<file path="config.mk">
export PLATFORM = sky130hd
export DESIGN_NAME = lcd_display_control_timing
export DESIGN_NICKNAME = d
export VERILOG_FILES = /design/src/include/lcd_timing_pkg.sv /design/src/rtl/lcd_display_control_timing.sv
export SDC_FILE = /design/constraint.sdc
export NUM_CORES = 1
export LEC_CHECK = 0
export ABC_AREA = 1
export BUFFER_PORTS_ARGS = -buffer_cell sky130_fd_sc_hd__buf_2
export CAP_MARGIN = 25
export CORE_AREA = 3 3 145 147
export CTS_BUF_LIST = sky130_fd_sc_hd__clkbuf_16
export DETAILED_ROUTE_END_ITERATION = 10
export DIE_AREA = 0 0 148 150
export GPL_TIMING_DRIVEN = 1
export PLACE_DENSITY_LB_ADDON = 0.15
export SLEW_MARGIN = 30
export SYNTH_ARGS = -nofsm -noshare
export SYNTH_HDL_FRONTEND = slang
export SYNTH_SLANG_ARGS = --single-unit
</file>
<file path="constraint.sdc">
create_clock -name clk_i -period 12.8 [get_ports clk_i]
set_input_delay 1.92 -clock clk_i [delete_from_list [all_inputs] [get_ports clk_i]]
set_output_delay 1.92 -clock clk_i [all_outputs]
set_load 0.02 [all_outputs]
</file>
<file path="src/include/lcd_timing_pkg.sv">
// Package: constants and carriers for the display timing block
package lcd_timing_pkg;

  // Register port map (word addresses)
  localparam logic [3:0] ADDR_PANEL_CTRL  = 4'h0;
  localparam logic [3:0] ADDR_DISP_CTRL   = 4'h1;
  localparam logic [3:0] ADDR_POWER_CTRL  = 4'h2;
  localparam logic [3:0] ADDR_BIAS_TEMP   = 4'h3;
  localparam logic [3:0] ADDR_COM_END     = 4'h4;
  localparam logic [3:0] ADDR_DISP_START  = 4'h5;
  localparam logic [3:0] ADDR_DISP_END    = 4'h6;
  localparam logic [3:0] ADDR_SCROLL      = 4'h7;
  localparam logic [3:0] ADDR_FIXED       = 4'h8;
  localparam logic [3:0] ADDR_STATUS      = 4'h9;
  localparam logic [3:0] ADDR_MUX_RATE    = 4'ha;
  localparam logic [3:0] ADDR_PIXEL       = 4'hb;

  // Field positions
  localparam int PCW_FIXED_EN_BIT = 0;
  localparam int PCW_LINE_LO      = 3;
  localparam int PCW_GRAY_LO      = 5;
  localparam int PCW_PART_LO      = 8;
  localparam int DCW_INV_BIT      = 0;
  localparam int DCW_APO_BIT      = 1;
  localparam int DCW_EN_BIT       = 2;
  localparam int PWR_SRC_LO       = 2;

  // Reset values
  localparam logic [9:0] PANEL_CTRL_RST = 10'h000;
  localparam logic [2:0] DISP_CTRL_RST  = 3'h0;
  localparam logic [3:0] POWER_CTRL_RST = 4'h0;
  localparam logic [6:0] COM_END_RST    = 7'h7f;
  localparam logic [6:0] DISP_END_RST   = 7'h7f;

  // Mux thresholds for line rate scaling
  localparam logic [7:0] MUX_HI  = 8'd86;
  localparam logic [7:0] MUX_85  = 8'd85;
  localparam logic [7:0] MUX_64  = 8'd64;
  localparam logic [7:0] MUX_43  = 8'd43;
  localparam logic [7:0] MUX_32  = 8'd32;
  localparam logic [7:0] ROW_COUNT = 8'd128;

  // Base line periods in clk cycles, one per line rate code
  localparam logic [11:0] LINE_PER_0 = 12'd600;
  localparam logic [11:0] LINE_PER_1 = 12'd480;
  localparam logic [11:0] LINE_PER_2 = 12'd400;
  localparam logic [11:0] LINE_PER_3 = 12'd320;

  // Power-up sequence times and counts at 20 MHz
  localparam int CLK_MHZ        = 20;
  localparam int WAKE_US        = 10;
  localparam int SUPPLY_US      = 100;
  localparam logic [11:0] WAKE_CYC   = 12'(WAKE_US * CLK_MHZ);
  localparam logic [11:0] SUPPLY_CYC = 12'(SUPPLY_US * CLK_MHZ);

  // Bias ratio values and temperature coefficients (hundredths of %/C)
  localparam logic [3:0] BIAS_0 = 4'd6;
  localparam logic [3:0] BIAS_1 = 4'd9;
  localparam logic [3:0] BIAS_2 = 4'd10;
  localparam logic [3:0] BIAS_3 = 4'd11;
  localparam logic signed [7:0] TCOEF_0 = 8'sd0;
  localparam logic signed [7:0] TCOEF_1 = -8'sd10;
  localparam logic signed [7:0] TCOEF_2 = -8'sd15;
  localparam logic signed [7:0] TCOEF_3 = -8'sd5;

  // Drive sequencing states, Gray coded
  typedef enum logic [1:0] {
    SEQ_SLEEP  = 2'b00,
    SEQ_WAKE   = 2'b01,
    SEQ_SUPPLY = 2'b11,
    SEQ_ACTIVE = 2'b10
  } seq_state_type;

  // Analog settings handed to the supply generator
  typedef struct packed {
    logic [3:0]        bias_ratio;
    logic signed [7:0] temp_coeff;
    logic              ext_supply;
    logic              pump_on;
    logic              sleep;
  } analog_ctrl_type;

  // Per-row drive to the row electrode stage
  typedef struct packed {
    logic [6:0] row;
    logic       active;
    logic       hiz;
  } row_drive_type;

endpackage : lcd_timing_pkg

</file>
<file path="src/rtl/lcd_display_control_timing.sv">
// Display timing, drive sequencing and pixel overrides for a passive matrix LCD
`timescale 1ns/10ps
`default_nettype none

module lcd_display_control_timing (
  input  wire  logic                         clk_i,        // 20 MHz internal clock
  input  wire  logic                         rst_n_i,      // Async reset, active low
  input  wire  logic [3:0]                   addr_i,       // Register address
  input  wire  logic [15:0]                  wdata_i,      // Write data
  input  wire  logic                         wr_i,         // Write strobe
  input  wire  logic                         rd_i,         // Read strobe
  output logic [15:0]                        rdata_o,      // Read data, one cycle later
  input  wire  logic [1:0]                   pixel_i,      // Memory pixel for current row
  output logic [6:0]                         mem_row_o,    // Memory row being fetched
  output logic [1:0]                         col_level_o,  // Column drive level
  output logic                               col_gnd_o,    // Columns tied to ground
  output lcd_timing_pkg::row_drive_type      row_drive_o,  // Row electrode drive
  output lcd_timing_pkg::analog_ctrl_type    analog_o,     // Supply generator settings
  output logic                               line_tick_o,  // Line start pulse
  output logic                               frame_tick_o, // Frame start pulse
  output logic [1:0]                         gray_phase_o  // Modulation phase
);

  // Configuration registers
  logic [9:0] panel_control_word_q;
  logic [2:0] display_control_word_q;
  logic [3:0] power_control_word_q;
  logic [1:0] bias_ratio_select_q;
  logic [1:0] temp_coeff_select_q;
  logic [6:0] com_end_index_q;
  logic [6:0] display_start_row_q;
  logic [6:0] display_end_row_q;
  logic [6:0] scroll_line_offset_q;
  logic [3:0] fixed_region_top_q;
  logic [3:0] fixed_region_bottom_q;

  // Timing state
  lcd_timing_pkg::seq_state_type seq_q, seq_d;
  logic [11:0] seq_cnt_q;
  logic [11:0] line_cnt_q;
  logic [6:0]  row_q;
  logic [1:0]  gray_q;
  logic [15:0] rdata_q;

  // Mux rate: in partial mode, count of rows from start to end, plus fixed rows; otherwise com end index plus one
  function automatic logic [7:0] span(input logic [6:0] a, input logic [6:0] b);
    span = (b >= a) ? 8'({1'b0, b} - {1'b0, a} + 8'd1) : 8'd1;
  endfunction

  wire [1:0] part_field   = panel_control_word_q[lcd_timing_pkg::PCW_PART_LO +: 2];
  wire       fixed_en     = panel_control_word_q[lcd_timing_pkg::PCW_FIXED_EN_BIT];
  wire [7:0] fixed_rows   = 8'({fixed_region_top_q, 1'b0}) + 8'({fixed_region_bottom_q, 1'b0});
  wire [7:0] full_mux     = 8'({1'b0, com_end_index_q} + 8'd1);
  wire [7:0] part_mux     = span(display_start_row_q, display_end_row_q)
                            + (fixed_en ? fixed_rows : 8'd0);
  wire [7:0] mux_rate     = (part_field == 2'b11) ? part_mux : full_mux;

  // base line period from line rate code
  wire [1:0]  line_sel    = panel_control_word_q[lcd_timing_pkg::PCW_LINE_LO +: 2];
  wire [11:0] base_per    = (line_sel == 2'd0) ? lcd_timing_pkg::LINE_PER_0 :
                            (line_sel == 2'd1) ? lcd_timing_pkg::LINE_PER_1 :
                            (line_sel == 2'd2) ? lcd_timing_pkg::LINE_PER_2 :
                                                 lcd_timing_pkg::LINE_PER_3;
  // slow line rate at low mux
  wire [13:0] per_x15     = 14'({2'b00, base_per} + 14'({3'b000, base_per[11:1]}));
  wire [13:0] per_x2      = 14'({base_per, 1'b0});
  wire [13:0] per_x3      = 14'({base_per, 1'b0}) + 14'({2'b00, base_per});
  wire [13:0] per_x4      = 14'({base_per, 2'b00});
  wire [13:0] eff_per     = (mux_rate <= lcd_timing_pkg::MUX_32) ? per_x4 :
                            (mux_rate <= lcd_timing_pkg::MUX_43) ? per_x3 :
                            (mux_rate <= lcd_timing_pkg::MUX_64) ? per_x2 :
                            (mux_rate <= lcd_timing_pkg::MUX_85) ? per_x15 :
                                                                   {2'b00, base_per};
  wire [11:0] line_per    = (eff_per > 14'h0fff) ? 12'hfff : eff_per[11:0];

  // Register decode
  wire wr_panel = wr_i && (addr_i == lcd_timing_pkg::ADDR_PANEL_CTRL);
  wire wr_disp  = wr_i && (addr_i == lcd_timing_pkg::ADDR_DISP_CTRL);
  wire wr_power = wr_i && (addr_i == lcd_timing_pkg::ADDR_POWER_CTRL);
  wire wr_bt    = wr_i && (addr_i == lcd_timing_pkg::ADDR_BIAS_TEMP);
  wire wr_cend  = wr_i && (addr_i == lcd_timing_pkg::ADDR_COM_END);
  wire wr_dst   = wr_i && (addr_i == lcd_timing_pkg::ADDR_DISP_START);
  wire wr_dend  = wr_i && (addr_i == lcd_timing_pkg::ADDR_DISP_END);
  wire wr_scr   = wr_i && (addr_i == lcd_timing_pkg::ADDR_SCROLL);
  wire wr_fix   = wr_i && (addr_i == lcd_timing_pkg::ADDR_FIXED);

  wire enable   = display_control_word_q[lcd_timing_pkg::DCW_EN_BIT];
  wire all_pixels_force      = display_control_word_q[lcd_timing_pkg::DCW_APO_BIT];
  wire inv      = display_control_word_q[lcd_timing_pkg::DCW_INV_BIT];
  wire active   = (seq_q == lcd_timing_pkg::SEQ_ACTIVE);

  // Read mux; unmapped addresses read zero
  wire [15:0] rd_val =
    (addr_i == lcd_timing_pkg::ADDR_PANEL_CTRL) ? {6'h00, panel_control_word_q} :
    (addr_i == lcd_timing_pkg::ADDR_DISP_CTRL)  ? {13'h0000, display_control_word_q} :
    (addr_i == lcd_timing_pkg::ADDR_POWER_CTRL) ? {12'h000, power_control_word_q} :
    (addr_i == lcd_timing_pkg::ADDR_BIAS_TEMP)  ? {12'h000, temp_coeff_select_q,
                                                   bias_ratio_select_q} :
    (addr_i == lcd_timing_pkg::ADDR_COM_END)    ? {9'h000, com_end_index_q} :
    (addr_i == lcd_timing_pkg::ADDR_DISP_START) ? {9'h000, display_start_row_q} :
    (addr_i == lcd_timing_pkg::ADDR_DISP_END)   ? {9'h000, display_end_row_q} :
    (addr_i == lcd_timing_pkg::ADDR_SCROLL)     ? {9'h000, scroll_line_offset_q} :
    (addr_i == lcd_timing_pkg::ADDR_FIXED)      ? {8'h00, fixed_region_bottom_q,
                                                   fixed_region_top_q} :
    (addr_i == lcd_timing_pkg::ADDR_STATUS)     ? {14'h0000, seq_q} :
    (addr_i == lcd_timing_pkg::ADDR_MUX_RATE)   ? {8'h00, mux_rate} :
    (addr_i == lcd_timing_pkg::ADDR_PIXEL)      ? {9'h000, row_q} :
                                                  16'h0000;

  // Configuration register writes
  always_ff @(posedge clk_i or negedge rst_n_i) begin
    if (!rst_n_i) begin
      panel_control_word_q   <= lcd_timing_pkg::PANEL_CTRL_RST;
      display_control_word_q <= lcd_timing_pkg::DISP_CTRL_RST;
      power_control_word_q   <= lcd_timing_pkg::POWER_CTRL_RST;
      bias_ratio_select_q    <= 2'h0;
      temp_coeff_select_q    <= 2'h0;
      com_end_index_q        <= lcd_timing_pkg::COM_END_RST;
      display_start_row_q    <= 7'h00;
      display_end_row_q      <= lcd_timing_pkg::DISP_END_RST;
      scroll_line_offset_q   <= 7'h00;
      fixed_region_top_q     <= 4'h0;
      fixed_region_bottom_q  <= 4'h0;
    end else begin
      if (wr_panel) panel_control_word_q   <= wdata_i[9:0];
      if (wr_disp)  display_control_word_q <= wdata_i[2:0];
      if (wr_power) power_control_word_q   <= wdata_i[3:0];
      if (wr_bt)    {temp_coeff_select_q, bias_ratio_select_q} <= wdata_i[3:0];
      if (wr_cend)  com_end_index_q        <= wdata_i[6:0];
      if (wr_dst)   display_start_row_q    <= wdata_i[6:0];
      if (wr_dend)  display_end_row_q      <= wdata_i[6:0];
      if (wr_scr)   scroll_line_offset_q   <= wdata_i[6:0];
      if (wr_fix)   {fixed_region_bottom_q, fixed_region_top_q} <= wdata_i[7:0];
    end
  end

  // Read data register, valid the cycle after the strobe
  always_ff @(posedge clk_i or negedge rst_n_i) begin
    if (!rst_n_i) begin
      rdata_q <= 16'h0000;
    end else begin
      rdata_q <= rd_i ? rd_val : 16'h0000;
    end
  end

  // Drive sequencer next state
  always_comb begin
    seq_d = seq_q;
    case (seq_q)
      lcd_timing_pkg::SEQ_SLEEP:  if (enable) seq_d = lcd_timing_pkg::SEQ_WAKE;
      lcd_timing_pkg::SEQ_WAKE:   if (!enable) seq_d = lcd_timing_pkg::SEQ_SLEEP;
                                  else if (seq_cnt_q == 12'h000) seq_d = lcd_timing_pkg::SEQ_SUPPLY;
      lcd_timing_pkg::SEQ_SUPPLY: if (!enable) seq_d = lcd_timing_pkg::SEQ_SLEEP;
                                  else if (seq_cnt_q == 12'h000) seq_d = lcd_timing_pkg::SEQ_ACTIVE;
      lcd_timing_pkg::SEQ_ACTIVE: if (!enable) seq_d = lcd_timing_pkg::SEQ_SLEEP;
      default:                    seq_d = lcd_timing_pkg::SEQ_SLEEP;
    endcase
  end

  // Sequencer state and phase counter
  always_ff @(posedge clk_i or negedge rst_n_i) begin
    if (!rst_n_i) begin
      seq_q     <= lcd_timing_pkg::SEQ_SLEEP;
      seq_cnt_q <= 12'h000;
    end else begin
      seq_q <= seq_d;
      if (seq_d == lcd_timing_pkg::SEQ_WAKE && seq_q != lcd_timing_pkg::SEQ_WAKE)
        seq_cnt_q <= lcd_timing_pkg::WAKE_CYC - 12'd1;
      else if (seq_d == lcd_timing_pkg::SEQ_SUPPLY && seq_q != lcd_timing_pkg::SEQ_SUPPLY)
        seq_cnt_q <= lcd_timing_pkg::SUPPLY_CYC - 12'd1;
      else if (seq_cnt_q != 12'h000)
        seq_cnt_q <= seq_cnt_q - 12'd1;
    end
  end

  // line timer runs from the internal clock
  wire line_end  = (line_cnt_q == 12'h000);
  wire [6:0] last_row = 7'(mux_rate - 8'd1);
  wire frame_end = line_end && (row_q >= last_row);

  // Line and row counters, gray modulation phase
  always_ff @(posedge clk_i or negedge rst_n_i) begin
    if (!rst_n_i) begin
      line_cnt_q <= 12'h000;
      row_q      <= 7'h00;
      gray_q     <= 2'h0;
    end else if (!active) begin
      line_cnt_q <= 12'h000;
      row_q      <= 7'h00;
      gray_q     <= 2'h0;
    end else if (line_end) begin
      line_cnt_q <= line_per - 12'd1;
      row_q      <= frame_end ? 7'h00 : row_q + 7'd1;
      if (frame_end) gray_q <= gray_q + 2'd1;
    end else begin
      line_cnt_q <= line_cnt_q - 12'd1;
    end
  end

  // start row offset picks electrode in partial mode, memory row follows electrode plus scroll outside the fixed regions
  wire [6:0] electrode = (part_field == 2'b11) ? 7'(display_start_row_q + row_q) : row_q;
  wire       in_range  = (electrode <= com_end_index_q);
  wire       in_top    = fixed_en && ({3'b000, fixed_region_top_q} > electrode);
  wire       in_bot    = fixed_en && (electrode > 7'(7'd127 - {3'b000, fixed_region_bottom_q}));
  wire [6:0] mem_row   = (in_top || in_bot) ? electrode : 7'(electrode + scroll_line_offset_q);

  // gray placement from bits 7:5 against modulation phase
  wire [2:0] gray_pos  = panel_control_word_q[lcd_timing_pkg::PCW_GRAY_LO +: 3];
  wire       light_on  = (gray_q < gray_pos[1:0]);
  wire       dark_on   = (gray_q != 2'd3) || gray_pos[2];
  wire [1:0] shaded    = (pixel_i == 2'd1) ? {1'b0, light_on} :
                         (pixel_i == 2'd2) ? {dark_on, 1'b0} : pixel_i;
  wire [1:0] inv_px    = inv ? ~shaded : shaded;
  wire [1:0] col_lvl   = !active ? 2'b00 : (all_pixels_force ? 2'b11 : inv_px);

  // Bias ratio and temperature coefficient lookups
  // bias mapping
  wire [3:0] bias_val  = (bias_ratio_select_q == 2'd0) ? lcd_timing_pkg::BIAS_0 :
                         (bias_ratio_select_q == 2'd1) ? lcd_timing_pkg::BIAS_1 :
                         (bias_ratio_select_q == 2'd2) ? lcd_timing_pkg::BIAS_2 :
                                                         lcd_timing_pkg::BIAS_3;
  wire signed [7:0] tc_val = (temp_coeff_select_q == 2'd0) ? lcd_timing_pkg::TCOEF_0 :
                             (temp_coeff_select_q == 2'd1) ? lcd_timing_pkg::TCOEF_1 :
                             (temp_coeff_select_q == 2'd2) ? lcd_timing_pkg::TCOEF_2 :
                                                             lcd_timing_pkg::TCOEF_3;
  wire [1:0] src_sel   = power_control_word_q[lcd_timing_pkg::PWR_SRC_LO +: 2];

  // Registered outputs
  always_ff @(posedge clk_i or negedge rst_n_i) begin
    if (!rst_n_i) begin
      col_level_o  <= 2'b00;
      col_gnd_o    <= 1'b1;
      row_drive_o  <= '{row: 7'h00, active: 1'b0, hiz: 1'b1};
      analog_o     <= '{bias_ratio: 4'h0, temp_coeff: 8'sd0, ext_supply: 1'b0,
                        pump_on: 1'b0, sleep: 1'b1};
      line_tick_o  <= 1'b0;
      frame_tick_o <= 1'b0;
      gray_phase_o <= 2'h0;
      mem_row_o    <= 7'h00;
    end else begin
      col_level_o  <= col_lvl;
      col_gnd_o    <= !active;
      // electrode index is the scanned row, plus start row offset in partial mode
      row_drive_o  <= '{row: electrode, active: active && in_range, hiz: !active};
      analog_o     <= '{bias_ratio: bias_val, temp_coeff: tc_val,
                        ext_supply: (src_sel == 2'b00),
                        pump_on: (src_sel != 2'b00) && (seq_q != lcd_timing_pkg::SEQ_SLEEP)
                                 && (seq_q != lcd_timing_pkg::SEQ_WAKE),
                        sleep: (seq_q == lcd_timing_pkg::SEQ_SLEEP)};
      line_tick_o  <= active && line_end;
      frame_tick_o <= active && frame_end;
      gray_phase_o <= gray_q;
      mem_row_o    <= mem_row;
    end
  end

  assign rdata_o = rdata_q;

endmodule // lcd_display_control_timing

`default_nettype wire

</file>
**Word level (Yosys, flattened, before mapping)**

Cells that the tools add are included.

- Add/subtract/negate cells: 16
- Order comparisons: 11
- Equality and inequality tests: 30
- Mux-type cells: 55
- Bitwise gates (word level): 1
- Reduce and logical (&&, ||, !) cells: 35

Operators with widths:

| kind | number |
|---|---|
| $mux 8 | 15 |
| $mux 12 | 8 |
| $mux 7 | 6 |
| $sub 12x1->12 const B | 3 |
| $mux 10 | 3 |
| $mux 2 | 15 |
| $logic_not 12->1 | 2 |
| $mux 11 | 2 |
| $logic_and 1x1->1 | 19 |
| $eq 2x2->1 const B | 8 |
| $eq 4x3->1 const B | 4 |
| $eq 4x4->1 const B | 4 |
| $le 8x6->1 const B | 2 |
| $le 8x7->1 const B | 2 |
| $add 7x7->7 | 2 |
| $ge 7x7->1 | 2 |
| $add 11x10->12 | 1 |
| $eq 2x1->1 const B | 6 |
| $gt 12x12->1 const B | 1 |
| $mux 4 | 3 |
| $reduce_bool 12->1 | 1 |
| $add 10x9->11 | 1 |
| $logic_not 2->1 | 5 |
| $add 7x1->8 const B | 1 |
| other kinds (26) | 32 |

- Register bits: 139
- Output and inout bits: 54
- Word-level logic and storage cells: 178
- Input port bits: 26

**Depth between registers and ports, before layout**

Gate-level depths: netlist (run 1).

- Word-level depth: 17
- Mapped depth: 36
- Mapped depth without buffers: 35

**Least setup slack after synthesis (run 1)**

Ideal clock, no wire load.

- Kind: reg2reg
- Start: register display_end_row_q[5]
- End: register row_q[0]
- Required time: 12.723 ns
- Cell stages (with the launch flop): 29
- Data arrival time: 4.009 ns
- Slack: 8.713 ns
- Cell sequence: dfstp_2 -> ha_1 -> inv_1 -> fa_1 -> nand2_1 -> inv_1 -> nand3_2 -> buf_6 -> nand2_1 -> inv_1 -> ha_1 -> inv_1 -> fa_1 -> xor2_1 -> nand2_1 -> nand2_1 -> inv_2 -> nor3_2 -> nand2_1 -> xor2_1 -> ha_1 -> a21oi_1 -> o21ai_0 -> a21o_1 -> a31oi_1 -> nand2_1 -> inv_1 -> nor2_1 -> a21oi_1

- Longest elaborated chain between the ends: 11
- Elaborated cells on any way between the ends: 12
- Those cells by class: add/sub: 4; order compare: 2; mux: 5; reduce/logical: 1

Ends and longest elaborated chain:

| what | line | source |
|---|---|---|
| from (decl) | lcd_display_control_timing.sv:32 | `logic [6:0] display_end_row_q;` |
| from (signal assigned) | lcd_display_control_timing.sv:120 | `display_end_row_q <= lcd_timing_pkg::DISP_END_RST;` |
| from (signal assigned) | lcd_display_control_timing.sv:131 | `if (wr_dend) display_end_row_q <= wdata_i[6:0];` |
| $sub 7x7->8 | lcd_display_control_timing.sv:47 | `span = (b >= a) ? 8'({1'b0, b} - {1'b0, a} + 8'd1) : 8'd1;` |
| $add 8x1->8 | lcd_display_control_timing.sv:47 |  |
| $mux 8 * | lcd_display_control_timing.sv:47 |  |
| $add 8x6->8 * | lcd_display_control_timing.sv:55 | `+ (fixed_en ? fixed_rows : 8'd0);` |
| $mux 8 * | lcd_display_control_timing.sv:56 | `wire [7:0] mux_rate = (part_field == 2'b11) ? part_mux : full_mux;` |
| $sub 7x1->7 * | lcd_display_control_timing.sv:178 | `wire [6:0] last_row = 7'(mux_rate - 8'd1);` |
| $ge 7x7->1 * | lcd_display_control_timing.sv:179 | `wire frame_end = line_end && (row_q >= last_row);` |
| $logic_and 1x1->1 * | lcd_display_control_timing.sv:179 |  |
| $mux 7 * | lcd_display_control_timing.sv:193 | `row_q <= frame_end ? 7'h00 : row_q + 7'd1;` |
| $mux 7 * | lcd_display_control_timing.sv:191 | `end else if (line_end) begin` |
| $mux 7 * | lcd_display_control_timing.sv:187 | `end else if (!active) begin` |
| to (signal assigned) | lcd_display_control_timing.sv:193 |  |
| to (decl) | lcd_display_control_timing.sv:41 | `logic [6:0] row_q;` |

Mark *: on every way between the ends. The rest lies on a longest branch, timed or not. The select of a mux whose other input is x is not followed.
A chain may end at the register's enable or synchronous reset.

**Worst setup path in the final report (run 1)**

- Start: register display_start_row_q[1]
- End: register row_q[0]

- Longest elaborated chain between the ends: 11
- Elaborated cells on any way between the ends: 12
- Those cells by class: add/sub: 4; order compare: 2; mux: 5; reduce/logical: 1

Ends and longest elaborated chain:

| what | line | source |
|---|---|---|
| from (decl) | lcd_display_control_timing.sv:31 | `logic [6:0] display_start_row_q;` |
| from (signal assigned) | lcd_display_control_timing.sv:130 | `if (wr_dst) display_start_row_q <= wdata_i[6:0];` |
| $sub 7x7->8 | lcd_display_control_timing.sv:47 |  |
| $add 8x1->8 | lcd_display_control_timing.sv:47 |  |
| $mux 8 * | lcd_display_control_timing.sv:47 |  |
| $add 8x6->8 * | lcd_display_control_timing.sv:55 |  |
| $mux 8 * | lcd_display_control_timing.sv:56 |  |
| $sub 7x1->7 * | lcd_display_control_timing.sv:178 |  |
| $ge 7x7->1 * | lcd_display_control_timing.sv:179 |  |
| $logic_and 1x1->1 * | lcd_display_control_timing.sv:179 |  |
| $mux 7 * | lcd_display_control_timing.sv:193 |  |
| $mux 7 * | lcd_display_control_timing.sv:191 |  |
| $mux 7 * | lcd_display_control_timing.sv:187 |  |

Marked as above.

==> summary.txt, run 1 <==
Floorplan
  – Core Region: 20000 µm²
  – Die Wd: 148 µm
  – Io pins: 80
  – Initial core utilization: 44.2%
  – Total die area: 22200 µm²
  – Num rows: 52
  – Die height: 150 µm

Critical path
  – Max FO, Critical Path: 7
  – Startpoint Class: flop
  – Crit path arrival time: 5.23 ns
  – Worst Path Required: 13.15 ns
  – Worst Setup End Kind: flop
  – Max stage delay on crit path: 0.53 ns
  – Slowest CP cell: dfrtp_1
  – Cells on worst reg2reg path: 29
  – Most used cell along the critical path: inv_1
  – Critical path type: reg -> reg

Worst hold path
  – Hold depth: 0
  – Hold Crit Class: reg -> reg

Synth
  – YS warnings: 0
  – Seq/Total Area, Yosys: 38.7%
  – Syn avg cell area: 7.82 µm²
  – Ys flop type: dfrtp_1
  – Post-synth EDFFs: 0
  – Asr flop ratio synth: 100%
  – Count of different cell masters after synthesis: 52
  – Synth Cell Area: 8850 µm²
  – Yosys reg bits: 136
  – Mapped Cells: 1131

Cells and area
  – Filler cells: 2040
  – Most common cell after layout, fill and taps aside: nand2_1
  – Most frequent cells in the layout: nand2_1, inv_1, dfrtp_1
  – Layout cells sized above 1: 14.0%
  – # nets final: 1305
  – Antenna cells: 0
  – Area grow syn2layout: 12.4%

Power
  – Worst IR Drop VDD: 0.000106 V
  – Power Total: 1.76 mW
  – Pwr Density: 177 nW/µm²
  – Leakage power: 5.12 nW

Route
  – Initial DRC count: 492
  – Pre-antenna DRT Iters: 5
  – Final ANT Viol Nets: 0
  – DRC Markers: 0
  – WL per Instance: 15.4 µm
  – Vias: 7425
  – WL final: 22800 µm
  – Via/cell ratio: 5.01

Clocking
  – Resize count post-CTS: 0
  – Clock-pin slew on the worst setup and hold paths: 0.06 ns
  – Clk root buf: clkbuf_16
  – Inserted Clock Buffers: 17
  – Skew-Pair Late Insertion Delay: 0.43 ns
  – Setup Fix Bufs, Post-CTS: 0
  – Hold buffer count at CTS: 0
  – CTS Sinks: 136
  – TritonCTS clock tree: done
  – Clock buffer depth: 2
  – H-tree levels: 4

Timing
  – Max Slew Vio Count: 0
  – Slew Limit Headroom: 44.1%
  – Crit share post-route: 38.1%
  – RSZ-0062 raised after global routing: false
  – Fin Setup TNS: 0 ns
  – Endpoints failing setup: 0
  – Post-route minimum period: 4.88 ns
  – Clock skew: 0.0138 ns
  – Slew of the pin with the lowest slew margin: 0.835 ns
  – Peak Freq: 0.205 GHz
  – Hold Vio Cnt, Final: 0

Global route
  – Initial antenna violation count: 0
  – Largest net degree at the start of global routing: 79
  – Vias in the first global route: 6983
  – First-pass GRT wire length: 37100 µm
  – Remaining global-route overflow: 0
  – Total track usage: 21.2%

Outcome
  – Run status: finished clean

Run
  – Maxcap violations: 0

Placed design
  – RD Place Congestion: 0.888
  – I/O Buffers: 67
  – Dpl hpwl: 17300 µm
## registers in the layout, indices dropped and copies added (netlist names), 2 cells and up
signal	cells
analog_o	12
bias_ratio_select_q	2
col_level_o	2
com_end_index_q	7
display_control_word_q	3
display_end_row_q	7
display_start_row_q	7
fixed_region_bottom_q	4
fixed_region_top_q	4
gray_phase_o	2
gray_q	2
line_cnt_q	12
mem_row_o	7
panel_control_word_q	10
power_control_word_q	4
rdata_o	10
row_drive_o	9
row_q	7
scroll_line_offset_q	7
seq_cnt_q	12
seq_q	2
temp_coeff_select_q	2
## per-stage QoR
| stage | worst slack, ns | cells | cell area (µm²) | hold slack [ns] | util, % |
|---|---|---|---|---|---|
| detailed placement | 7.95 | 1449 | 9400 | 0.411 | 46.9 |
| global route | 7.40 | 1481 | 9940 | 0.420 | 49.6 |
| finish | 7.92 | 1481 | 9940 | 0.416 | 49.6 |
| CTS | 7.92 | 1481 | 9940 | 0.419 | 49.6 |
| floorplan | 8.71 | 1136 | 8870 | 0.380 | - |
| global placement | 7.96 | 1449 | 9400 | 0.406 | 46.9 |
## area by class of cell
class / instances / area (µm²) / area share [%]
Clock inverter: 15 / 116 / 1.17
Inverter: 183 / 687 / 6.91
Sequential cell: 136 / 3420 / 34.4
Timing Repair Buffer: 69 / 357 / 3.59
Clock buffer: 17 / 425 / 4.28
Multi-Input combinational cell: 791 / 4600 / 46.2
Tap cell: 270 / 338 / 3.40
## per-layer routing
layer	track usage, %	up-vias	part of all wire (%)
met5	0	-	0
met4	5.17	0	1.3
met1	30.5	3409	48
met3	4.63	19	5.8
met2	32.7	182	45
li1	-	3815	-
## critical path: cells and delay by family, from the launching register on
kind	cells	cell delay (ns)
adder cells (fa/ha/maj)	5	1.40
AND/OR/NAND/NOR	11	1.35
AO/OA/AOI/OAI	5	0.77
buffers and inverters	7	0.59
flip-flops	1	0.53
XOR/XNOR	1	0.16
## logic make-up after synthesis
family | after synthesis | share of synthesized area, %
simple gates | 452 | 22.7
flops | 136 | 38.7
other cells | 1 | 0.0424
mux | 2 | 0.255
compound gates | 226 | 14.3
fa+ha+maj | 81 | 12.0
xor+xnor | 24 | 2.38
buf+inv | 209 | 9.56
## power breakdown
| part | internal [mW] | total, mW | leakage (nW) | switching [mW] |
|---|---|---|---|---|
| clock network | 0.251 | 0.456 | 0.258 | 0.205 |
| registers | 0.506 | 0.578 | 1.74 | 0.0712 |
| logic | 0.256 | 0.725 | 3.13 | 0.469 |
| total | 1.01 | 1.76 | 5.12 | 0.746 |
## path summary, 6_finish.rpt
path / from / end / slack, ns
max reg2reg: display_start_row_q[1] / row_q[0] / 7.92
min in group asynchronous: rst_n_i / line_cnt_q[9] / 1.52
max in group asynchronous: rst_n_i / panel_control_word_q[3] / 10.07
min: gray_q[0] / gray_phase_o[0] / 0.42
max: display_start_row_q[1] / row_q[0] / 7.92
min reg2reg: gray_q[0] / gray_phase_o[0] / 0.42
## Yosys cell counts, types with 2 or more instances
library cell,number,area share [%]
o2111ai_1,3,0.30
nor2_1,79,3.4
nor4_1,4,0.28
ha_1,74,10
o21a_1,3,0.25
nand3b_1,7,0.59
dfstp_2,16,4.8
inv_1,168,7.1
o21ai_0,117,6.6
nor3_1,9,0.51
fa_1,7,1.6
nand3_2,7,0.79
o21ai_1,5,0.28
nor2_2,3,0.21
nand3_1,53,3.0
a221oi_1,3,0.30
inv_2,14,0.59
nor2_4,3,0.38
a21oi_1,60,3.4
buf_6,3,0.38
o22ai_1,6,0.42
nand2_1,248,11
or2_2,5,0.35
o21bai_1,3,0.25
a31oi_1,6,0.42
o21ai_2,2,0.20
buf_4,10,0.85
xor2_1,18,1.8
clkbuf_1,12,0.51
o221ai_1,4,0.40
dfrtp_1,120,34
nand2_2,10,0.71
o211ai_1,6,0.51
xnor2_1,6,0.59
nand4_1,16,1.1
nand2_4,4,0.51
mux2_2,2,0.25
(Power assumes the default switching activity.)
==> run 2, diff against run 1 <==
--- a/config.mk
+++ b/config.mk
@@ -5,13 +5,13 @@
 export SDC_FILE = /design/constraint.sdc
 export NUM_CORES = 1
 export LEC_CHECK = 0
-export ABC_AREA = 1
+export ABC_AREA = 0
 export BUFFER_PORTS_ARGS = -buffer_cell sky130_fd_sc_hd__buf_2
 export CAP_MARGIN = 25
-export CORE_AREA = 3 3 145 147
+export CORE_AREA = 3 3 147 149
 export CTS_BUF_LIST = sky130_fd_sc_hd__clkbuf_16
 export DETAILED_ROUTE_END_ITERATION = 10
-export DIE_AREA = 0 0 148 150
+export DIE_AREA = 0 0 150 152
 export GPL_TIMING_DRIVEN = 1
 export PLACE_DENSITY_LB_ADDON = 0.15
 export SLEW_MARGIN = 30
==> constraint.sdc (replaced) <==
create_clock -name clk_i -period 4.4 [get_ports clk_i]
set_input_delay 0.66 -clock clk_i [delete_from_list [all_inputs] [get_ports clk_i]]
set_output_delay 0.66 -clock clk_i [all_outputs]
set_load 0.02 [all_outputs]
==> summary.txt, run 2 <==
Timing
  – Endpoints failing setup: 18 (was 0)
  – Hold Vio Cnt, Final: 0 (unchanged)
  – Max Slew Vio Count: 0 (unchanged)
  – Slew Limit Headroom: 41.4% (was 44.1%)
  – Crit share post-route: 111% (was 38.1%)
  – Final worst slack: -0.476 ns (was 7.92 ns)
  – Clock skew: 0.0181 ns (was 0.0138 ns)
  – Post-route minimum period: 4.88 ns (about the same)
  – RSZ-0062 raised after global routing: true (was false)
  – Peak Freq: 0.205 GHz (about the same)
  – Fin Setup TNS: -3.64 ns (was 0 ns)
  – Slew of the pin with the lowest slew margin: 0.879 ns (was 0.835 ns)

Clocking
  – Clock-pin slew on the worst setup and hold paths: 0.07 ns (was 0.06 ns)
  – H-tree levels: 4 (unchanged)
  – Skew-Pair Late Insertion Delay: 0.43 ns (about the same)
  – TritonCTS clock tree: done (unchanged)
  – Clk root buf: clkbuf_16 (unchanged)
  – Inserted Clock Buffers: 17 (unchanged)
  – CTS Sinks: 136 (unchanged)
  – Clock buffer depth: 2 (unchanged)

Cells and area
  – Multi-input gate area: 5830 µm² (was 4600 µm²)
  – End-of-flow core utilization: 58.7% (was 49.6%)
  – Most common cell after layout, fill and taps aside: buf_4 (was nand2_1)
  – Post-route cell area: 11900 µm² (was 9940 µm²)
  – Antenna cells: 0 (unchanged)
  – Most frequent cells in the layout: buf_4, dfrtp_1, nand2_1 (was nand2_1, inv_1, dfrtp_1)
  – Non-Filler Instances: 1432 (was 1481)
  – Filler cells: 1794 (was 2040)
  – Top flop regs: analog_o (12), line_cnt_q (12), seq_cnt_q (12) (unchanged)
  – Layout cells sized above 1: 36.4% (was 14.0%)
  – Area grow syn2layout: 30.6% (was 12.4%)
  – Register Area: 3420 µm² (unchanged)
  – # nets final: 1256 (was 1305)

Placed design
  – Dpl hpwl: 20100 µm (was 17300 µm)
  – Placed cell area: 10600 µm² (was 9400 µm²)
  – Dpl ws: -0.513 ns (was 7.95 ns)
  – Inst Count DP: 1373 (was 1449)
  – RD Place Congestion: 0.933 (was 0.888)
  – I/O Buffers: 67 (unchanged)

Outcome
  – Run status: finished with violations (was finished clean)
  – Failing checks: setup timing

Floorplan
  – Die height: 152 µm (was 150 µm)
  – Die Wd: 150 µm (was 148 µm)
  – Core Region: 20300 µm² (was 20000 µm²)
  – Num rows: 52 (unchanged)
  – Io pins: 80 (unchanged)
  – Initial core utilization: 44.9% (was 44.2%)
  – Total die area: 22800 µm² (was 22200 µm²)

Global route
  – Vias in the first global route: 7776 (was 6983)
  – First-pass GRT wire length: 43100 µm (was 37100 µm)
  – Initial antenna violation count: 0 (unchanged)
  – Remaining global-route overflow: 0 (unchanged)
  – Total track usage: 24.1% (was 21.2%)
  – Largest net degree at the start of global routing: 110 (was 79)

Route
  – Via/cell ratio: 5.57 (was 5.01)
  – WL per Instance: 19.0 µm (was 15.4 µm)
  – Final ANT Viol Nets: 0 (unchanged)
  – WL final: 27200 µm (was 22800 µm)
  – DRC Markers: 0 (unchanged)
  – Pre-antenna DRT Iters: 5 (unchanged)
  – Initial DRC count: 476 (was 492)
  – Vias: 7973 (was 7425)

Critical path
  – Cells on worst reg2reg path: 23 (was 29)
  – Worst Path Required: 4.75 ns (was 13.15 ns)
  – FF-to-FF setup slack: -0.48 ns (was 7.92 ns)
  – Critical path origin: display_end_row_q[0] (was display_start_row_q[1])
  – Crit path arrival time: 5.23 ns (about the same)
  – Slowest CP cell: dfstp_2 (was dfrtp_1)
  – Max stage delay on crit path: 0.56 ns (was 0.53 ns)
  – Startpoint Class: flop (unchanged)
  – Critical path type: reg -> reg (unchanged)
  – Setup crit end: line_cnt_q[10] (was row_q[0])
  – Worst R2R End: line_cnt_q[10] (was row_q[0])
  – Worst Setup End Kind: flop (unchanged)
  – Crit path cell chain: inv_2 -> ha_4 -> nor2b_4 -> o31a_1 -> o211a_4 -> nor2b_2 -> ha_2 -> inv_2 -> fa_2 -> buf_6 -> xor2_4 -> a2bb2oi_2 -> o311a_1 -> o211ai_2 -> buf_4 -> nand4_1 -> buf_4 -> a21oi_1 -> a311oi_1 -> o31a_1 -> nand4_4 -> or4_1 -> a21oi_1
  – Reg-to-Reg Start: display_end_row_q[0] (was display_start_row_q[1])
  – Max FO, Critical Path: 5 (was 7)

Synth
  – Synth Cell Area: 9120 µm² (was 8850 µm²)
  – Ys flop type: dfrtp_1 (unchanged)
  – Synth top cells by count: dfrtp_1, ha_1, nand2_1 (was nand2_1, inv_1, dfrtp_1)
  – Post-synth EDFFs: 0 (unchanged)
  – Top cells by area, synth: dfrtp_1, ha_1, mux2_2, dfstp_2, a21oi_1 (was dfrtp_1, nand2_1, ha_1, inv_1, o21ai_0)
  – YS warnings: 0 (unchanged)
  – Yosys reg bits: 136 (unchanged)
  – Seq/Total Area, Yosys: 37.6% (was 38.7%)
  – Syn avg cell area: 9.57 µm² (was 7.82 µm²)
  – Leading area contributor after synthesis: dfrtp_1 (unchanged)
  – Most frequent cell after synthesis: dfrtp_1 (was nand2_1)
  – Mapped Cells: 953 (was 1131)
  – Count of different cell masters after synthesis: 89 (was 52)
  – Asr flop ratio synth: 100% (unchanged)
  – Synth top area share: 32.9% (was 33.9%)

Power
  – Psw: 2.74 mW (was 0.746 mW)
  – Combinational share of power: 55.9% (was 41.2%)
  – Reg power frac: 24.2% (was 32.8%)
  – Pwr Density: 586 nW/µm² (was 177 nW/µm²)
  – Sw frac: 39.2% (was 42.4%)
  – Worst IR Drop VDD: 0.000324 V (was 0.000106 V)
  – Leakage power: 5.61 nW (was 5.12 nW)
  – Cell Int Power: 4.25 mW (was 1.01 mW)
  – Clock network power share: 19.9% (was 25.9%)

Worst hold path
  – Hold Crit Class: in -> async (was reg -> reg)

Run
  – Maxcap violations: 0 (unchanged)
==> run 2: cell types whose count changed after synthesis, moves of 11 or more <==
cell and change:
nand2_1 -176, o21ai_0 -63, mux2_2 +46, inv_1 -108
nand2b_1 +11, a21o_1 +17, inv_2 -14, clkbuf_1 +11
nor2b_1 +24, xnor2_1 +19, nand3_1 -28
==> run 2: cell type report <==
class,instances,area share (%)
multi-input cells,717,48.9
flip-flops and latches,136,28.7
repair buffers,216,12.8
clock buffers,17,3.57
well taps,270,2.84
inverters,61,1.94
clock inverters,15,1.18
==> run 2: kinds of logic after synthesis <==
family / count (synthesis) / share of synthesized area [%]
other cells: 1 / 0.0411
simple gates: 299 / 17.0
mux: 61 / 7.77
xor+xnor: 38 / 3.65
compound gates: 232 / 17.3
buf+inv: 105 / 4.98
fa+ha+maj: 81 / 11.7
flops: 136 / 37.6
==> run 2: per-stage QoR <==
| step | power (mW) | hold slack [ns] |
|---|---|---|
| after global routing | 7.46 | 0.390 |
| after global placement | 4.92 | 0.427 |
| final | 6.98 | 0.298 |
| after detailed placement | 4.96 | 0.449 |
| after floorplan | 3.69 | 0.364 |
| after CTS | 6.80 | 0.396 |
==> run 2: how the worst min path moves through the flow <==
stage,from,end,slack [ns],cells after the start
3_3_place_gp,gray_q[1],gray_phase_o[1],0.43,0
2_1_floorplan,rst_n_i,analog_o[11],0.36,0
6_report,rst_n_i,seq_cnt_q[5],0.30,1
3_5_place_dp,temp_coeff_select_q[0],analog_o[4],0.45,0
5_1_grt,rst_n_i,seq_cnt_q[5],0.39,1
4_1_cts,rst_n_i,seq_cnt_q[7],0.40,1
==> run 2: power groups by stage <==
stage	Sequential [mW]	Combinational, mW	Clock, mW
2_1_floorplan	1.74	1.95	0
3_3_place_gp	1.70	3.22	0
3_5_place_dp	1.71	3.25	0
4_1_cts	1.69	3.69	1.42
5_1_grt	1.72	4.26	1.47
6_report	1.69	3.90	1.39
==> run 2: repair_timing <==
action,in CTS,in global routing
endpoints found under the setup margin,19,21
pin swaps,44,26
gates resized for setup,73,47
hold buffers,0,0
setup buffers,21,9
==> run 2: layer usage <==
metal / vias up / track usage, % / wire (µm)
li1: 3797 / - / -
met1: 3868 / 34.9 / 12300
met2: 273 / 37.2 / 12500
met3: 35 / 4.92 / 1920
met4: 0 / 5.80 / 496
met5: - / 0 / 0
==> run 2: critical path, delay by kind of cell, from the launching register on <==
family | cells | cell delay, ns
XOR/XNOR | 1 | 0.16
AND/OR/NAND/NOR | 5 | 0.88
adder cells (fa/ha/maj) | 3 | 0.74
flip-flops | 1 | 0.56
buffers and inverters | 5 | 0.58
AO/OA/AOI/OAI | 9 | 1.85
==> run 3, diff against run 2 <==
--- a/config.mk
+++ b/config.mk
@@ -6,12 +6,12 @@
 export NUM_CORES = 1
 export LEC_CHECK = 0
 export ABC_AREA = 0
-export BUFFER_PORTS_ARGS = -buffer_cell sky130_fd_sc_hd__buf_2
 export CAP_MARGIN = 25
 export CORE_AREA = 3 3 147 149
 export CTS_BUF_LIST = sky130_fd_sc_hd__clkbuf_16
 export DETAILED_ROUTE_END_ITERATION = 10
 export DIE_AREA = 0 0 150 152
+export DONT_BUFFER_PORTS = 1
 export GPL_TIMING_DRIVEN = 1
 export PLACE_DENSITY_LB_ADDON = 0.15
 export SLEW_MARGIN = 30
==> constraint.sdc (replaced) <==
create_clock -name clk_i -period 4.4 [get_ports clk_i]
set_input_delay 0.88 -clock clk_i [delete_from_list [all_inputs] [get_ports clk_i]]
set_output_delay 0.88 -clock clk_i [all_outputs]
set_load 0.02 [all_outputs]
==> summary.txt, run 3 (synthesis results as in run 2) <==
Outcome
  – Run status: finished with violations (unchanged)
  – Failing checks: setup timing (unchanged)

Cells and area
  – # nets final: 1205 (was 1256)
  – Most common cell after layout, fill and taps aside: buf_4 (unchanged)
  – Filler cells: 1774 (was 1794)
  – Most frequent cells in the layout: buf_4, dfrtp_1, nand2_1 (unchanged)
  – Area grow syn2layout: 29.5% (was 30.6%)
  – Antenna cells: 0 (unchanged)
  – Layout cells sized above 1: 33.7% (was 36.4%)
  – End-of-flow core utilization: 58.1% (was 58.7%)
  – Top flop regs: analog_o (12), line_cnt_q (12), seq_cnt_q (12) (unchanged)

Clocking
  – CTS Sinks: 136 (unchanged)
  – Skew-Pair Late Insertion Delay: 0.43 ns (about the same)
  – Clk root buf: clkbuf_16 (unchanged)
  – Clock buffer depth: 2 (unchanged)
  – Clock-pin slew on the worst setup and hold paths: 0.07 ns (about the same)
  – Inserted Clock Buffers: 17 (unchanged)
  – H-tree levels: 4 (unchanged)
  – TritonCTS clock tree: done (unchanged)

Global route
  – First-pass GRT wire length: 42700 µm (was 43100 µm)
  – Vias in the first global route: 7565 (was 7776)
  – Largest net degree at the start of global routing: 137 (was 110)
  – Remaining global-route overflow: 0 (unchanged)
  – Total track usage: 24.0% (was 24.1%)
  – Initial antenna violation count: 0 (unchanged)

Floorplan
  – Core Region: 20300 µm² (unchanged)
  – Io pins: 80 (unchanged)
  – Num rows: 52 (unchanged)
  – Die Wd: 150 µm (unchanged)
  – Initial core utilization: 44.9% (unchanged)
  – Die height: 152 µm (unchanged)
  – Total die area: 22800 µm² (unchanged)

Route
  – WL per Instance: 19.6 µm (was 19.0 µm)
  – Final ANT Viol Nets: 0 (unchanged)
  – DRC Markers: 0 (unchanged)
  – Initial DRC count: 523 (was 476)
  – Via/cell ratio: 5.59 (was 5.57)
  – WL final: 27100 µm (was 27200 µm)
  – Pre-antenna DRT Iters: 5 (unchanged)
  – Vias: 7719 (was 7973)

Critical path
  – Max FO, Critical Path: 6 (was 5)
  – Worst Path Required: 4.75 ns (about the same)
  – Crit path arrival time: 5.14 ns (was 5.23 ns)
  – Startpoint Class: flop (unchanged)
  – Worst Setup End Kind: flop (unchanged)
  – Critical path type: reg -> reg (unchanged)

Timing
  – Endpoints failing setup: 16 (was 18)
  – Clock skew: 0.0130 ns (was 0.0181 ns)
  – WHS: 0.139 ns (was 0.298 ns)
  – Post-route minimum period: 4.79 ns (was 4.88 ns)
  – Hold Vio Cnt, Final: 0 (unchanged)
  – Slew Limit Headroom: 51.3% (was 41.4%)
  – Max Slew Vio Count: 0 (unchanged)
  – Peak Freq: 0.209 GHz (was 0.205 GHz)
  – Crit share post-route: 109% (was 111%)
  – RSZ-0062 raised after global routing: true (unchanged)
  – Final worst slack: -0.389 ns (was -0.476 ns)
  – Fin Setup TNS: -3.49 ns (was -3.64 ns)
  – Slew of the pin with the lowest slew margin: 0.724 ns (was 0.879 ns)

Placed design
  – Dpl hpwl: 19700 µm (was 20100 µm)
  – I/O Buffers: 0 (was 67)
  – RD Place Congestion: 0.933 (unchanged)

Run
  – Maxcap violations: 0 (unchanged)

Power
  – Leakage power: 5.42 nW (was 5.61 nW)
  – Pwr Density: 609 nW/µm² (was 586 nW/µm²)
  – Worst IR Drop VDD: 0.000284 V (was 0.000324 V)
  – Power Total: 7.19 mW (was 6.98 mW)

Worst hold path
  – Hold Crit Class: in -> async (unchanged)
==> run 3: changes by cell type in the layout (fill, tap and decap cells not counted), sizes merged <==
cell and delta:
a21o +1, buf -51, bufinv +2, clkbuf -1
clkinvlp -2
==> run 3: power by group <==
group / total [mW] / internal [mW] / switching (mW)
Clock: 1.51 / 0.907 / 0.608
Sequential: 1.79 / 1.50 / 0.294
Combinational: 3.88 / 2.04 / 1.84
==> run 3: per-stage QoR <==
stage	cells	cell area (µm²)	setup WS, ns
2_1_floorplan	958	9250	-0.311
3_3_place_gp	1312	10300	-0.582
3_5_place_dp	1312	10300	-0.603
4_1_cts	1367	11400	-0.378
5_1_grt	1381	11800	-0.660
6_report	1381	11800	-0.389
==> run 3: repair_timing <==
item | CTS | global route
pin swaps | 43 | 30
gates resized for setup | 64 | 63
hold buffers | 0 | 0
hold endpoints to repair | 0 | 0
setup endpoints to repair | 20 | 21
setup buffers | 23 | 14
gates cloned | 1 | 0
==> run 3: path summary, 6_finish.rpt <==
| path | startpoint | endpoint | slack [ns] | cells after the start |
|---|---|---|---|---|
| worst max register to register | display_end_row_q[0] | line_cnt_q[8] | -0.39 | 22 |
| worst min register to register | power_control_word_q[2] | analog_o[2] | 0.45 | 1 |
| max in group asynchronous | rst_n_i | com_end_index_q[4] | 4.00 | 0 |
| worst max-delay path | display_end_row_q[0] | line_cnt_q[8] | -0.39 | 22 |
| min in group clk_i | power_control_word_q[2] | analog_o[2] | 0.45 | 1 |
| worst min-delay path | rst_n_i | seq_cnt_q[6] | 0.14 | 0 |
==> run 3: final cells by class <==
| class | count | area [µm²] | area share, % |
|---|---|---|---|
| multi-input combinational | 718 | 5870 | 49.8 |
| sequential | 136 | 3420 | 29.0 |
| timing repair buffer | 164 | 1320 | 11.2 |
| clock buffer | 17 | 425 | 3.60 |
| tap | 270 | 338 | 2.86 |
| inverter | 61 | 231 | 1.96 |
| clock inverter | 15 | 191 | 1.62 |
==> run 3: worst max-delay path, cell delays in order, from the launching register on <==
cell and delay [ns]:
dfstp_2 0.56, inv_2 0.06, ha_4 0.15, nor2b_4 0.11, o31a_1 0.28, o211a_4 0.27, nor2b_2 0.11, ha_2 0.18
inv_2 0.04, fa_2 0.35, buf_6 0.14, xor2_4 0.18, a2bb2oi_2 0.14, o311a_1 0.14, o211ai_2 0.20, nand4_1 0.28
buf_4 0.24, a21oi_4 0.17, o41ai_4 0.13, a41oi_4 0.26, nand4_4 0.14, or4b_1 0.49, o21ai_1 0.10
==> run 3: metal layers <==
layer	vias to the layer above	wire (µm)	GRT usage, %
met5	-	0	0
met4	0	300	4.84
met3	19	2060	5.81
met2	244	12400	36.7
met1	3756	12300	34.8
li1	3700	-	-
